==> src/hdl/cfx_defines.svh <==
/*
 * bit positions, register selectors and reset values of the control-flag
 * block; included by the block itself, not by the package
 */
`ifndef CFX_DEFINES_SVH
`define CFX_DEFINES_SVH
// register selectors carried by move-to-control-register
`define CFX_SEL_MACH      4'h0
`define CFX_SEL_PAGE      4'h3
`define CFX_SEL_FEAT      4'h4
`define CFX_SEL_PRIO      4'h8
// machine_control fields
`define CFX_MC_PROT       0
`define CFX_MC_WAITMON    1
`define CFX_MC_NOFPU      2
`define CFX_MC_TSW        3
`define CFX_MC_CACHEOFF   30
`define CFX_MC_PAGING     31
// page_base_control fields
`define CFX_PB_WTHRU      3
`define CFX_PB_DCOFF      4
// feature_control fields
`define CFX_FC_V86        0
`define CFX_FC_PVI        1
`define CFX_FC_CNTRD      2
`define CFX_FC_DBGTRAP    3
`define CFX_FC_LPAGE      4
`define CFX_FC_WIDEPA     5
`define CFX_FC_MCHK       6
`define CFX_FC_GPAGE      7
`define CFX_FC_PMCOPEN    8
`define CFX_FC_SIMDOS     9
`define CFX_FC_SIMDXF     10
// priority_control threshold field
`define CFX_PR_LSB        0
`define CFX_PR_MSB        3
// reset values
`define CFX_RST_MACH      32'h0000_0000
`define CFX_RST_PAGE      32'h0000_0000
`define CFX_RST_FEAT      32'h0000_0000
`define CFX_RST_PRIO      64'h0000_0000_0000_0000
`endif

==> src/hdl/cfx_pkg.sv <==
/*
 * types of the control-flag block: instruction classes, fault kinds and
 * the request and verdict carriers; assumes nothing of its surroundings
 */
package cfx_pkg;
  typedef enum logic [3:0] {
    IC_NONE       = 4'h0,
    IC_FPU_ARITH  = 4'h1,
    IC_FPU_SYNC   = 4'h2,
    IC_PACKED_INT = 4'h3,
    IC_SIMD       = 4'h4,
    IC_SIMD_EXEMPT= 4'h5,
    IC_CLR_SWITCH = 4'h6,
    IC_RD_CYCLES  = 4'h7,
    IC_RD_PERF    = 4'h8,
    IC_DBG_SPARE  = 4'h9
  } cfx_class_e;
  typedef enum logic [2:0] {
    FLT_NONE      = 3'h0,
    FLT_DEV_ABS   = 3'h1,
    FLT_BAD_OP    = 3'h2,
    FLT_SIMD_FP   = 3'h3,
    FLT_GEN_PROT  = 3'h4
  } cfx_fault_e;
  typedef struct packed {
    logic       valid;
    cfx_class_e cls;
    logic [1:0] cpl;
    logic       simd_exc;  // unmasked simd floating-point exception seen
  } cfx_req_s;
  typedef struct packed {
    logic       valid;
    logic       exec;
    cfx_fault_e fault;
  } cfx_verdict_s;
  typedef struct packed {
    logic        en;
    logic [3:0]  sel;
    logic [63:0] data;
  } cfx_wr_s;
endpackage

==> src/hdl/cfx_gate.sv <==
/*
 * control-flag registers and the execution gating they drive: decides per
 * instruction whether it executes or faults, and exports mode enables.
 * assumes the pipeline presents one classified instruction per cycle,
 * qualifies control-register writes for privilege itself, pulses
 * task_switch once per task switch, and holds long_mode high only while
 * the core runs in 64-bit mode
 */
`timescale 1ns/1ps
`default_nettype none
`include "cfx_defines.svh"

// Contract
// RULE1 - sync faults only when wait_monitor and task_switched
// RULE2 - fpu arithmetic faults if no_fpu_present or task_switched
// RULE3 - packed integer gives bad opcode without fpu
// RULE4 - simd bad opcode without fpu, listed exemptions run
// RULE5 - task switch sets task_switched, saves nothing
// RULE6 - privileged clear instruction resets task_switched
// RULE7 - protection mode; translation needs protection and paging
// RULE8 - directory cache inhibit only with paging, caching
// RULE9 - directory write-through only with paging, caching
// RULE10 - v86 interrupt extensions and virtual flag enable
// RULE11 - protected-mode virtual interrupt flag enable
// RULE12 - cycle counter read restricted to level zero
// RULE13 - spare debug register access traps when set
// RULE14 - large pages allowed only when enabled
// RULE15 - wide physical addresses; required for long mode
// RULE16 - machine check delivered only when enabled
// RULE17 - global entries survive flush only when enabled
// RULE18 - software enables paging before global pages
// RULE19 - perf counter read open or level zero
// RULE20 - simd os enable gates simd and state save
// RULE21 - simd fp exception: simd fault or bad opcode
// RULE22 - threshold blocks interrupts at or below class
module cfx_gate
  import cfx_pkg::*;
(
  // clock and reset
  input  wire logic         mclk,
  input  wire logic         rstn,
  // control-register write and read
  input  wire cfx_wr_s      cr_wr,
  input  wire logic [3:0]   cr_rd_sel,
  output logic [63:0]       cr_rd_data,
  // instruction gating
  input  wire cfx_req_s     req,
  output cfx_verdict_s      verdict,
  // events from the core
  input  wire logic         task_switch,
  input  wire logic         long_mode,
  input  wire logic         mc_event,
  input  wire logic         tlb_flush_req,
  input  wire logic [3:0]   intr_class,
  // mode enables, interrupt level and event responses
  output logic              prot_mode,
  output logic              xlate_on,
  output logic              dir_cache_inhibit,
  output logic              dir_write_thru,
  output logic              v86_ext_on,
  output logic              prot_vif_on,
  output logic              large_page_ok,
  output logic              wide_phys_ok,
  output logic              long_mode_ok,
  output logic              simd_state_saved,
  output logic              intr_allowed,
  output logic              mc_exc,
  output logic              tlb_flush,
  output logic              tlb_keep_global
);

  // control registers and their next values
  logic [31:0]  mach_r;
  logic [31:0]  mach_nxt;
  logic [31:0]  page_r;
  logic [31:0]  page_nxt;
  logic [31:0]  feat_r;
  logic [31:0]  feat_nxt;
  logic [63:0]  prio_r;
  logic [63:0]  prio_nxt;

  // read data stage
  logic [63:0]  rd_r;
  logic [63:0]  rd_nxt;

  // verdict stage
  cfx_verdict_s vd_r;
  cfx_verdict_s vd_nxt;

  // event response stage
  logic         mc_r;
  logic         mc_nxt;
  logic         fl_r;
  logic         fl_nxt;
  logic         keep_r;
  logic         keep_nxt;
  logic         allow_r;
  logic         allow_nxt;
  logic         page_wr;   // page-base write taken this cycle

  // decoded flags
  logic       pe;
  logic       mp;
  logic       em;
  logic       ts;
  logic       cd;
  logic       pg;
  logic       priv0;
  logic [3:0] thresh;

  assign pe     = mach_r[`CFX_MC_PROT];
  assign mp     = mach_r[`CFX_MC_WAITMON];
  assign em     = mach_r[`CFX_MC_NOFPU];
  assign ts     = mach_r[`CFX_MC_TSW];
  assign cd     = mach_r[`CFX_MC_CACHEOFF];
  assign pg     = mach_r[`CFX_MC_PAGING];
  assign thresh = prio_r[`CFX_PR_MSB:`CFX_PR_LSB];
  // privilege failures report the general-protection code;
  // real-address mode always runs at level zero
  assign priv0  = ~pe | (req.cpl == 2'h0);

  // verdict for the presented instruction; for simd a missing fpu wins,
  // then a missing os enable, then task_switched, then a pending exception
  always_comb begin
    vd_nxt.valid = req.valid;
    vd_nxt.fault = FLT_NONE;
    case (req.cls)
      IC_FPU_SYNC: begin
        if (mp & ts)
          vd_nxt.fault = FLT_DEV_ABS; // RULE1
      end
      IC_FPU_ARITH: begin
        if (em | ts)
          vd_nxt.fault = FLT_DEV_ABS; // RULE2
      end
      IC_PACKED_INT: begin
        if (em)
          vd_nxt.fault = FLT_BAD_OP; // RULE3
        else if (ts)
          vd_nxt.fault = FLT_DEV_ABS; // RULE5
      end
      IC_SIMD: begin
        if (em)
          vd_nxt.fault = FLT_BAD_OP; // RULE4
        else if (~feat_r[`CFX_FC_SIMDOS])
          vd_nxt.fault = FLT_BAD_OP; // RULE20
        else if (ts)
          vd_nxt.fault = FLT_DEV_ABS; // RULE5
        else if (req.simd_exc)
          vd_nxt.fault = feat_r[`CFX_FC_SIMDXF] ?
                         FLT_SIMD_FP : FLT_BAD_OP; // RULE21
      end
      IC_SIMD_EXEMPT: begin
        vd_nxt.fault = FLT_NONE; // RULE4
      end
      IC_CLR_SWITCH: begin
        if (~priv0)
          vd_nxt.fault = FLT_GEN_PROT; // RULE6
      end
      IC_RD_CYCLES: begin
        if (feat_r[`CFX_FC_CNTRD] & ~priv0)
          vd_nxt.fault = FLT_GEN_PROT; // RULE12
      end
      IC_RD_PERF: begin
        if (~feat_r[`CFX_FC_PMCOPEN] & ~priv0)
          vd_nxt.fault = FLT_GEN_PROT; // RULE19
      end
      IC_DBG_SPARE: begin
        if (feat_r[`CFX_FC_DBGTRAP])
          vd_nxt.fault = FLT_BAD_OP; // RULE13
      end
      default: begin
        vd_nxt.fault = FLT_NONE;
      end
    endcase
    if (~req.valid)
      vd_nxt.fault = FLT_NONE;
    vd_nxt.exec = req.valid & (vd_nxt.fault == FLT_NONE);
  end

  // control-register next values; a task switch beats a write, and a
  // write beats the clear instruction, so task_switched is never lost
  always_comb begin
    mach_nxt = mach_r;
    page_nxt = page_r;
    feat_nxt = feat_r;
    prio_nxt = prio_r;
    if (req.valid & (req.cls == IC_CLR_SWITCH) & priv0)
      mach_nxt[`CFX_MC_TSW] = 1'b0; // RULE6
    if (cr_wr.en) begin
      case (cr_wr.sel)
        `CFX_SEL_MACH: mach_nxt = cr_wr.data[31:0];
        `CFX_SEL_PAGE: page_nxt = cr_wr.data[31:0];
        `CFX_SEL_FEAT: feat_nxt = cr_wr.data[31:0];
        `CFX_SEL_PRIO: begin
          if (long_mode)
            prio_nxt = cr_wr.data; // RULE22
        end
        default: begin
          mach_nxt = mach_nxt;
        end
      endcase
    end
    if (task_switch)
      mach_nxt[`CFX_MC_TSW] = 1'b1; // RULE5
  end

  // read mux, unmapped selectors read zero and the 32-bit registers
  // read zero in their upper half
  always_comb begin
    case (cr_rd_sel)
      `CFX_SEL_MACH: rd_nxt = {32'h0000_0000, mach_r};
      `CFX_SEL_PAGE: rd_nxt = {32'h0000_0000, page_r};
      `CFX_SEL_FEAT: rd_nxt = {32'h0000_0000, feat_r};
      `CFX_SEL_PRIO: rd_nxt = prio_r;
      default:       rd_nxt = 64'h0000_0000_0000_0000;
    endcase
  end

  // event responses; a page-base write and a task switch both flush,
  // and global entries survive either when global pages are on
  always_comb begin
    page_wr   = cr_wr.en & (cr_wr.sel == `CFX_SEL_PAGE);
    mc_nxt    = mc_event & feat_r[`CFX_FC_MCHK]; // RULE16
    fl_nxt    = tlb_flush_req | task_switch | page_wr; // RULE17
    keep_nxt  = fl_nxt & feat_r[`CFX_FC_GPAGE]; // RULE17
    allow_nxt = intr_class > thresh; // RULE22
  end

  // control registers, cleared to their reset values
  always_ff @(posedge mclk or negedge rstn) begin
    if (!rstn) begin
      mach_r <= `CFX_RST_MACH;
      page_r <= `CFX_RST_PAGE;
      feat_r <= `CFX_RST_FEAT;
      prio_r <= `CFX_RST_PRIO;
    end else begin
      mach_r <= mach_nxt;
      page_r <= page_nxt;
      feat_r <= feat_nxt;
      prio_r <= prio_nxt;
    end
  end

  // read data, one cycle behind the selector
  always_ff @(posedge mclk or negedge rstn) begin
    if (!rstn) begin
      rd_r <= 64'h0000_0000_0000_0000;
    end else begin
      rd_r <= rd_nxt;
    end
  end

  // verdict, one cycle behind the request
  always_ff @(posedge mclk or negedge rstn) begin
    if (!rstn) begin
      vd_r <= '0;
    end else begin
      vd_r <= vd_nxt;
    end
  end

  // event responses: one-cycle pulses and the interrupt level
  always_ff @(posedge mclk or negedge rstn) begin
    if (!rstn) begin
      mc_r    <= 1'b0;
      fl_r    <= 1'b0;
      keep_r  <= 1'b0;
      allow_r <= 1'b0;
    end else begin
      mc_r    <= mc_nxt;
      fl_r    <= fl_nxt;
      keep_r  <= keep_nxt;
      allow_r <= allow_nxt;
    end
  end

  // registered outputs
  assign cr_rd_data        = rd_r;
  assign verdict           = vd_r;
  assign mc_exc            = mc_r;
  assign tlb_flush         = fl_r;
  assign tlb_keep_global   = keep_r;
  assign intr_allowed      = allow_r;

  // mode enables, decoded straight from the register bits
  assign prot_mode         = pe; // RULE7
  assign xlate_on          = pe & pg; // RULE7
  assign dir_cache_inhibit = pg & ~cd & page_r[`CFX_PB_DCOFF]; // RULE8
  assign dir_write_thru    = pg & ~cd & page_r[`CFX_PB_WTHRU]; // RULE9
  assign v86_ext_on        = feat_r[`CFX_FC_V86]; // RULE10
  assign prot_vif_on       = pe & feat_r[`CFX_FC_PVI]; // RULE11
  assign large_page_ok     = feat_r[`CFX_FC_LPAGE]; // RULE14
  assign wide_phys_ok      = feat_r[`CFX_FC_WIDEPA]; // RULE15
  assign long_mode_ok      = feat_r[`CFX_FC_WIDEPA]; // RULE15
  assign simd_state_saved  = feat_r[`CFX_FC_SIMDOS]; // RULE20

endmodule // cfx_gate
`default_nettype wire

==> config.mk <==
export PLATFORM = sky130hd
export DESIGN_NAME = cfx_gate
export DESIGN_NICKNAME = d
export VERILOG_FILES = /design/src/hdl/cfx_pkg.sv /design/src/hdl/cfx_gate.sv
export VERILOG_INCLUDE_DIRS = /design/src /design/src/hdl
export SDC_FILE = /design/constraint.sdc
export NUM_CORES = 1
export LEC_CHECK = 0
export ABC_AREA = 0
export BUFFER_PORTS_ARGS = -buffer_cell sky130_fd_sc_hd__buf_4
export CAP_MARGIN = 15
export CORE_MARGIN = 1
export CORE_UTILIZATION = 54
export DETAILED_ROUTE_END_ITERATION = 10
export PLACE_DENSITY = 0.78
export SYNTH_ARGS = -nofsm -noshare
export SYNTH_HDL_FRONTEND = slang
export SYNTH_SLANG_ARGS = --single-unit
export TNS_END_PERCENT = 50
==> constraint.sdc <==
create_clock -name mclk -period 4.39 [get_ports mclk]
set_clock_uncertainty 0.2 [all_clocks]
set_input_delay 0 -clock mclk [delete_from_list [all_inputs] [get_ports mclk]]
set_output_delay 0 -clock mclk [all_outputs]
set_load 0.02 [all_outputs]
After elaboration in Yosys (flattened, before gate mapping)
Cells that the tools add are included.

cells by class
  eq/ne operators = 14
  $lt $le $gt $ge = 1
  bitwise operators = 22
  reductions and logical operators = 8
  muxes and demuxes = 20

operators by type and width
  cell                                                              number
  64-bit one-hot mux with 4 select lines                            1
  3-bit one-hot mux with 8 select lines                             1
  4-bit by 3-bit == test with 1-bit output (second input constant)  5
  4-bit by 2-bit == test with 1-bit output (second input constant)  4
  4-bit == test (second input constant)                             4
  1-bit AND                                                         14
  2-bit two-way mux                                                 6
  3-bit two-way mux                                                 4
  4-bit logical NOT                                                 2
  4-bit two-way mux                                                 2
  1-bit two-way mux                                                 6
  2-bit AND reduction                                               3
  4-bit by 1-bit == test with 1-bit output (second input constant)  1
  4-bit > comparator                                                1
  1-bit NOT                                                         4
  1-bit bitwise OR                                                  4
  3-bit logical NOT                                                 1
  3-bit AND reduction                                               1
  2-bit logical NOT                                                 1

word-level totals
  logic and storage cells = 78
  output and inout port bits = 83
  register bits = 233

Longest topological paths before layout
  depth after elaboration = 9
  depth in mapped cells = 7
  mapped depth without buffers = 7

Least setup slack after synthesis
No wires, ideal clock.

  path type = register -> register
  start point = register mach_r[2]
  end point = register vd_r (netlist bit verdict[3])
  data arrival time = 1.186 ns
  data required time = 4.062 ns
  path slack = 2.876 ns
  cell stages (with the launch flop) = 6
  cell sequence = dfrtp_1 and3b_1 a31oi_1 or3b_2 a21oi_1 nor4b_1

RTL lines
  element                 line             RTL
  start, declared         cfx_gate.sv:73   logic [31:0] mach_r;
  start signal, assigned  cfx_gate.sv:233  mach_r <= `CFX_RST_MACH;
  start signal, assigned  cfx_gate.sv:238  mach_r <= mach_nxt;
  end signal, assigned    cfx_gate.sv:259  vd_r <= vd_nxt;
  end, declared           cfx_gate.sv:87   cfx_verdict_s vd_r;

Worst setup path in the final report
  start point = input long_mode
  end point = register prio_r[20]

on the way
  longest elaborated chain between the ends = 1

ends and longest elaborated chain
  element                        line             RTL
  start, declared                cfx_gate.sv:51   input wire logic long_mode,
  3-bit AND reduction (no line)  n/a
  end signal, assigned           cfx_gate.sv:236  prio_r <= `CFX_RST_PRIO;
  end signal, assigned           cfx_gate.sv:241  prio_r <= prio_nxt;
  end, declared                  cfx_gate.sv:79   logic [63:0] prio_r;

No other way between the ends.
A chain may end at the register's enable or synchronous reset.

==> summary.md <==
The flow ran to the end, but the final reports show violations. The checks that failed: negative hold slack. The detail-routed via count per cell is 5.53.

The reported max-cap violation count is 0. For the effective utilization at floorplan, the log shows 0.549. After detailed routing, the average wire length per cell comes to 19.6 um.

Setup repair after global routing left no endpoint under its margin. The run gives 0 as the number of diodes added for antenna fixing. The sequential share of the synthesized area was 0.642. The startpoint identified for the worst register-to-register timing path is mach_r[0]$_DFFE_PN0P_. IR analysis of the VDD net gives a maximum drop of 0.406 mV. In the synthesized netlist, the cells that appear most often are 233 x sky130_fd_sc_hd__dfrtp_1, 132 x sky130_fd_sc_hd__mux2_2, 36 x sky130_fd_sc_hd__and2_1.

The buffers plus inverters on the worst setup path works out to 4. For this run, design rule violations remaining after detail routing come to 0. The combined area of the multi-input logic cells was 3060 sq um; the number of antenna violations at the first check in global routing was 0. Buffers added to address setup during post-CTS repair amount to 0. The number of standard-cell rows in the floorplan was 47; the area taken by flip-flops and latches was 5830 sq um. For the worst-skew pair, the clock arrives at the later sink with an insertion delay of 500 ps. The total power density per cell area works out to 450 nW/um^2. The final clock period utilization by the worst path works out to 0.678.

The most prevalent standard cell on the critical path was sky130_fd_sc_hd__dlygate4sd3_1. The worst setup path is launched from an input port. The die is 132 um wide.

The DRC marker count from the first detailed-route iteration came out at 354. The maximum number of pins on one net before global-route repair was 129. In the post-synthesis netlist, the biggest area contributors are sky130_fd_sc_hd__dfrtp_1 64%, sky130_fd_sc_hd__mux2_2 16%, sky130_fd_sc_hd__a221o_1 3.5%.

Static timing analysis puts the maximum clock frequency at 0.336 GHz. The layout cell share with drive strength beyond 1 was 0.414; the delay of the slowest cell on the worst path was 1130 ps. The slew of the pin with the lowest slew margin is 952 ps. Once detail routing completed, the nets flagged for antenna violations numbered 0. In the synthesized netlist the dominant register cell turns out to be sky130_fd_sc_hd__dfrtp_1. The region available for standard cell placement spans 16500 sq um. The tools report the total number of nets in the final design as 951.

The headroom to the max-slew limit is 0.366. Max-slew violation count: 0. The cell with the most instances after synthesis is sky130_fd_sc_hd__dfrtp_1. TritonCTS created 24 clock buffers. After global routing the overflow that remains totals 0. Data arrives at the worst endpoint at 3160 ps. The post-route setup TNS came out at 0 ps.

Clock-pin slew was measured on the worst setup and hold paths at 60 ps. Filler cell count: 972. The final count of hold timing violations was 19; the die extent in y was 132 um. The longest clock path from root to sink contains 3 buffers. The number of global-route vias before repair was 6685.

The total of warnings raised by yosys was 0. The run gives -55.8 ps as the final worst hold slack. The largest total area in the synthesized netlist belongs to sky130_fd_sc_hd__dfrtp_1. In this run, post-CTS repair resized a total of 0 instances.

A synthesized cell averages 15.4 sq um. Port buffering added 173 buffers. The post-synthesis cell type count came out at 37. For the via total after detailed routing, the log shows 6051.

The first global-routing pass estimated 35000 um of wire. The cell area that synthesis handed to floorplanning was 9080 sq um. The worst hold path belongs to the class input port to asynchronous set/reset pin. The setup violation total in the final timing report was 0. The share of flip-flops with an asynchronous set or reset is 1.00, and the global placer's final weighted congestion is 0.819. For the worst setup path, the data required time is 4570 ps.

The number of iterations in the first detailed-routing pass was 4. Among all stages on the critical path, the largest delay is contributed by sky130_fd_sc_hd__dlygate4sd3_1. The global-route total usage across every layer is 0.255. The number of cells on the worst reg-to-reg path is 6.

In this run, post-CTS hold repair placed 93 buffers. The type of the setup path with the least slack was input port to flop. The logs give 1 for the maximum level of the CTS H-tree and 685 for the net count after synthesis.

STA classifies the critical path endpoint as a flop. The layout overhead on the synthesized area was 35.5%. The endpoint identified for the worst register-to-register timing path is verdict[3]$_DFF_PN0_. The first element of the critical path is long_mode.

Yosys mapped a number of flops with a built-in enable equal to 0. Pin placement for this block handled 174 I/O pins. Clock sink count: 233. For the routed wire length, the log shows 21500 um. The die outline area is 17300 sq um.

The worst path needs 2980 ps of the cycle, external delays included. The cell count after synthesis came out at 590. Kind of cell adding the most delay to the critical path: buffers and inverters. Counting flops and latches in the post-synthesis netlist gives 233. For the overall power consumption, the log shows 5.53 mW. The fraction of synthesized cell area taken by the top area cell type works out to 0.642. TritonCTS built the clock tree. Detailed placement ended at an HPWL of 12100 um. Traced cell by cell, the critical path runs through dlygate4sd3_1, buf_4, nand2_1, dlygate4sd3_1, nor3_4, dlygate4sd3_1, mux2_2. Of all nets on the critical path, the largest fanout is 14. For flop-to-flop paths, the worst setup slack is 1450 ps.

For this design the static power due to leakage is 5.93 nW. The cell sitting at the root of the clock tree is a sky130_fd_sc_hd__clkbuf_16.
-- worst reg2reg max path: stages (launching register included) --
cell	delay (ps)
sky130_fd_sc_hd__dfrtp_1	430
sky130_fd_sc_hd__o21ai_0	180
sky130_fd_sc_hd__dlygate4sd3_1	620
sky130_fd_sc_hd__nor3_1	50
sky130_fd_sc_hd__dlygate4sd3_1	590
sky130_fd_sc_hd__nor4b_1	230
sky130_fd_sc_hd__dlygate4sd3_1	580
-- stage by stage --
stage | setup WS, ps | cells | util | hold WS [ps] | cell area [sq um]
6_report | 1410 | 1094 | 0.745 | -55.8 | 12300
5_1_grt | 1320 | 1094 | 0.745 | 54.9 | 12300
4_1_cts | 1460 | 1094 | 0.745 | 31.5 | 12300
3_5_place_dp | 2020 | 957 | 0.640 | -57.3 | 10600
3_3_place_gp | 2090 | 957 | 0.640 | -62.0 | 10600
2_1_floorplan | 2880 | 590 | - | -496 | 9080
-- how the worst max path moves through the flow --
stage / to / slack, ps / cells past startpoint
final: prio_r[20]$_DFFE_PN0P_ / 1410 / 7
after global routing: prio_r[11]$_DFFE_PN0P_ / 1320 / 7
after CTS: prio_r[20]$_DFFE_PN0P_ / 1460 / 7
after detailed placement: prio_r[57]$_DFFE_PN0P_ / 2020 / 6
after global placement: prio_r[37]$_DFFE_PN0P_ / 2090 / 6
after floorplan: verdict[3]$_DFF_PN0_ / 2880 / 5
-- state kept, by name (all words and copies together) (netlist names) --
| signal | count |
|---|---|
| mach_r | 32 |
| intr_allowed | 1 |
| page_r | 32 |
| tlb_flush | 1 |
| verdict | 5 |
| mc_exc | 1 |
| prio_r | 64 |
| feat_r | 32 |
| cr_rd_data | 64 |
| tlb_keep_global | 1 |
-- logic make-up after synthesis --
group                      count (synthesis)  share of synthesized area
DFF                                      233                      0.642
muxes                                    157                      0.195
AOI/OAI and AO/OA                         81                     0.0766
and+or+nand+nor                           77                     0.0570
buffers and inverters                     38                     0.0241
adders and majority gates                  4                    0.00551
-- cell type report --
class,count,area share
flip-flops and latches,233,0.474
multi-input cells,319,0.249
repair buffers,273,0.188
clock buffers,35,0.0588
well taps,220,0.0224
clock inverters,9,0.00641
inverters,5,0.00153
-- report_power, final --
part	leakage, nW	internal (mW)	switching (mW)
Combinational	2.55	0.472	0.346
Clock	0.394	1.20	0.804
Sequential	2.98	2.51	0.202
-- cell usage in the layout (no fill, tap or decap), types with 3 or more instances in the layout --
cell,count
sky130_fd_sc_hd__and3b_1,4
sky130_fd_sc_hd__clkinv_2,5
sky130_fd_sc_hd__clkbuf_1,4
sky130_fd_sc_hd__dfrtp_1,233
sky130_fd_sc_hd__mux2_2,132
sky130_fd_sc_hd__nor2_1,3
sky130_fd_sc_hd__nand2b_1,3
sky130_fd_sc_hd__and2_1,36
sky130_fd_sc_hd__a221o_1,32
sky130_fd_sc_hd__buf_4,177
sky130_fd_sc_hd__nand2_1,9
sky130_fd_sc_hd__dlygate4sd3_1,93
sky130_fd_sc_hd__a22o_1,32
sky130_fd_sc_hd__clkbuf_16,25
sky130_fd_sc_hd__inv_1,5
sky130_fd_sc_hd__nor4b_1,3
sky130_fd_sc_hd__ha_1,4
sky130_fd_sc_hd__mux2_1,24
sky130_fd_sc_hd__a21oi_1,6
sky130_fd_sc_hd__o21ai_0,7
sky130_fd_sc_hd__clkbuf_8,6
-- layer usage --
layer / vias up / global-route usage / wire [um] / share of wire
met2: 214 / 0.442 / 11200 / 0.52
met5: - / 0 / 0 / 0
met4: 0 / 0.0665 / 424 / 0.020
met1: 3117 / 0.331 / 8900 / 0.41
met3: 34 / 0.0440 / 1000 / 0.047
li1: 2686 / - / - / -
(Power assumes the default switching activity.)
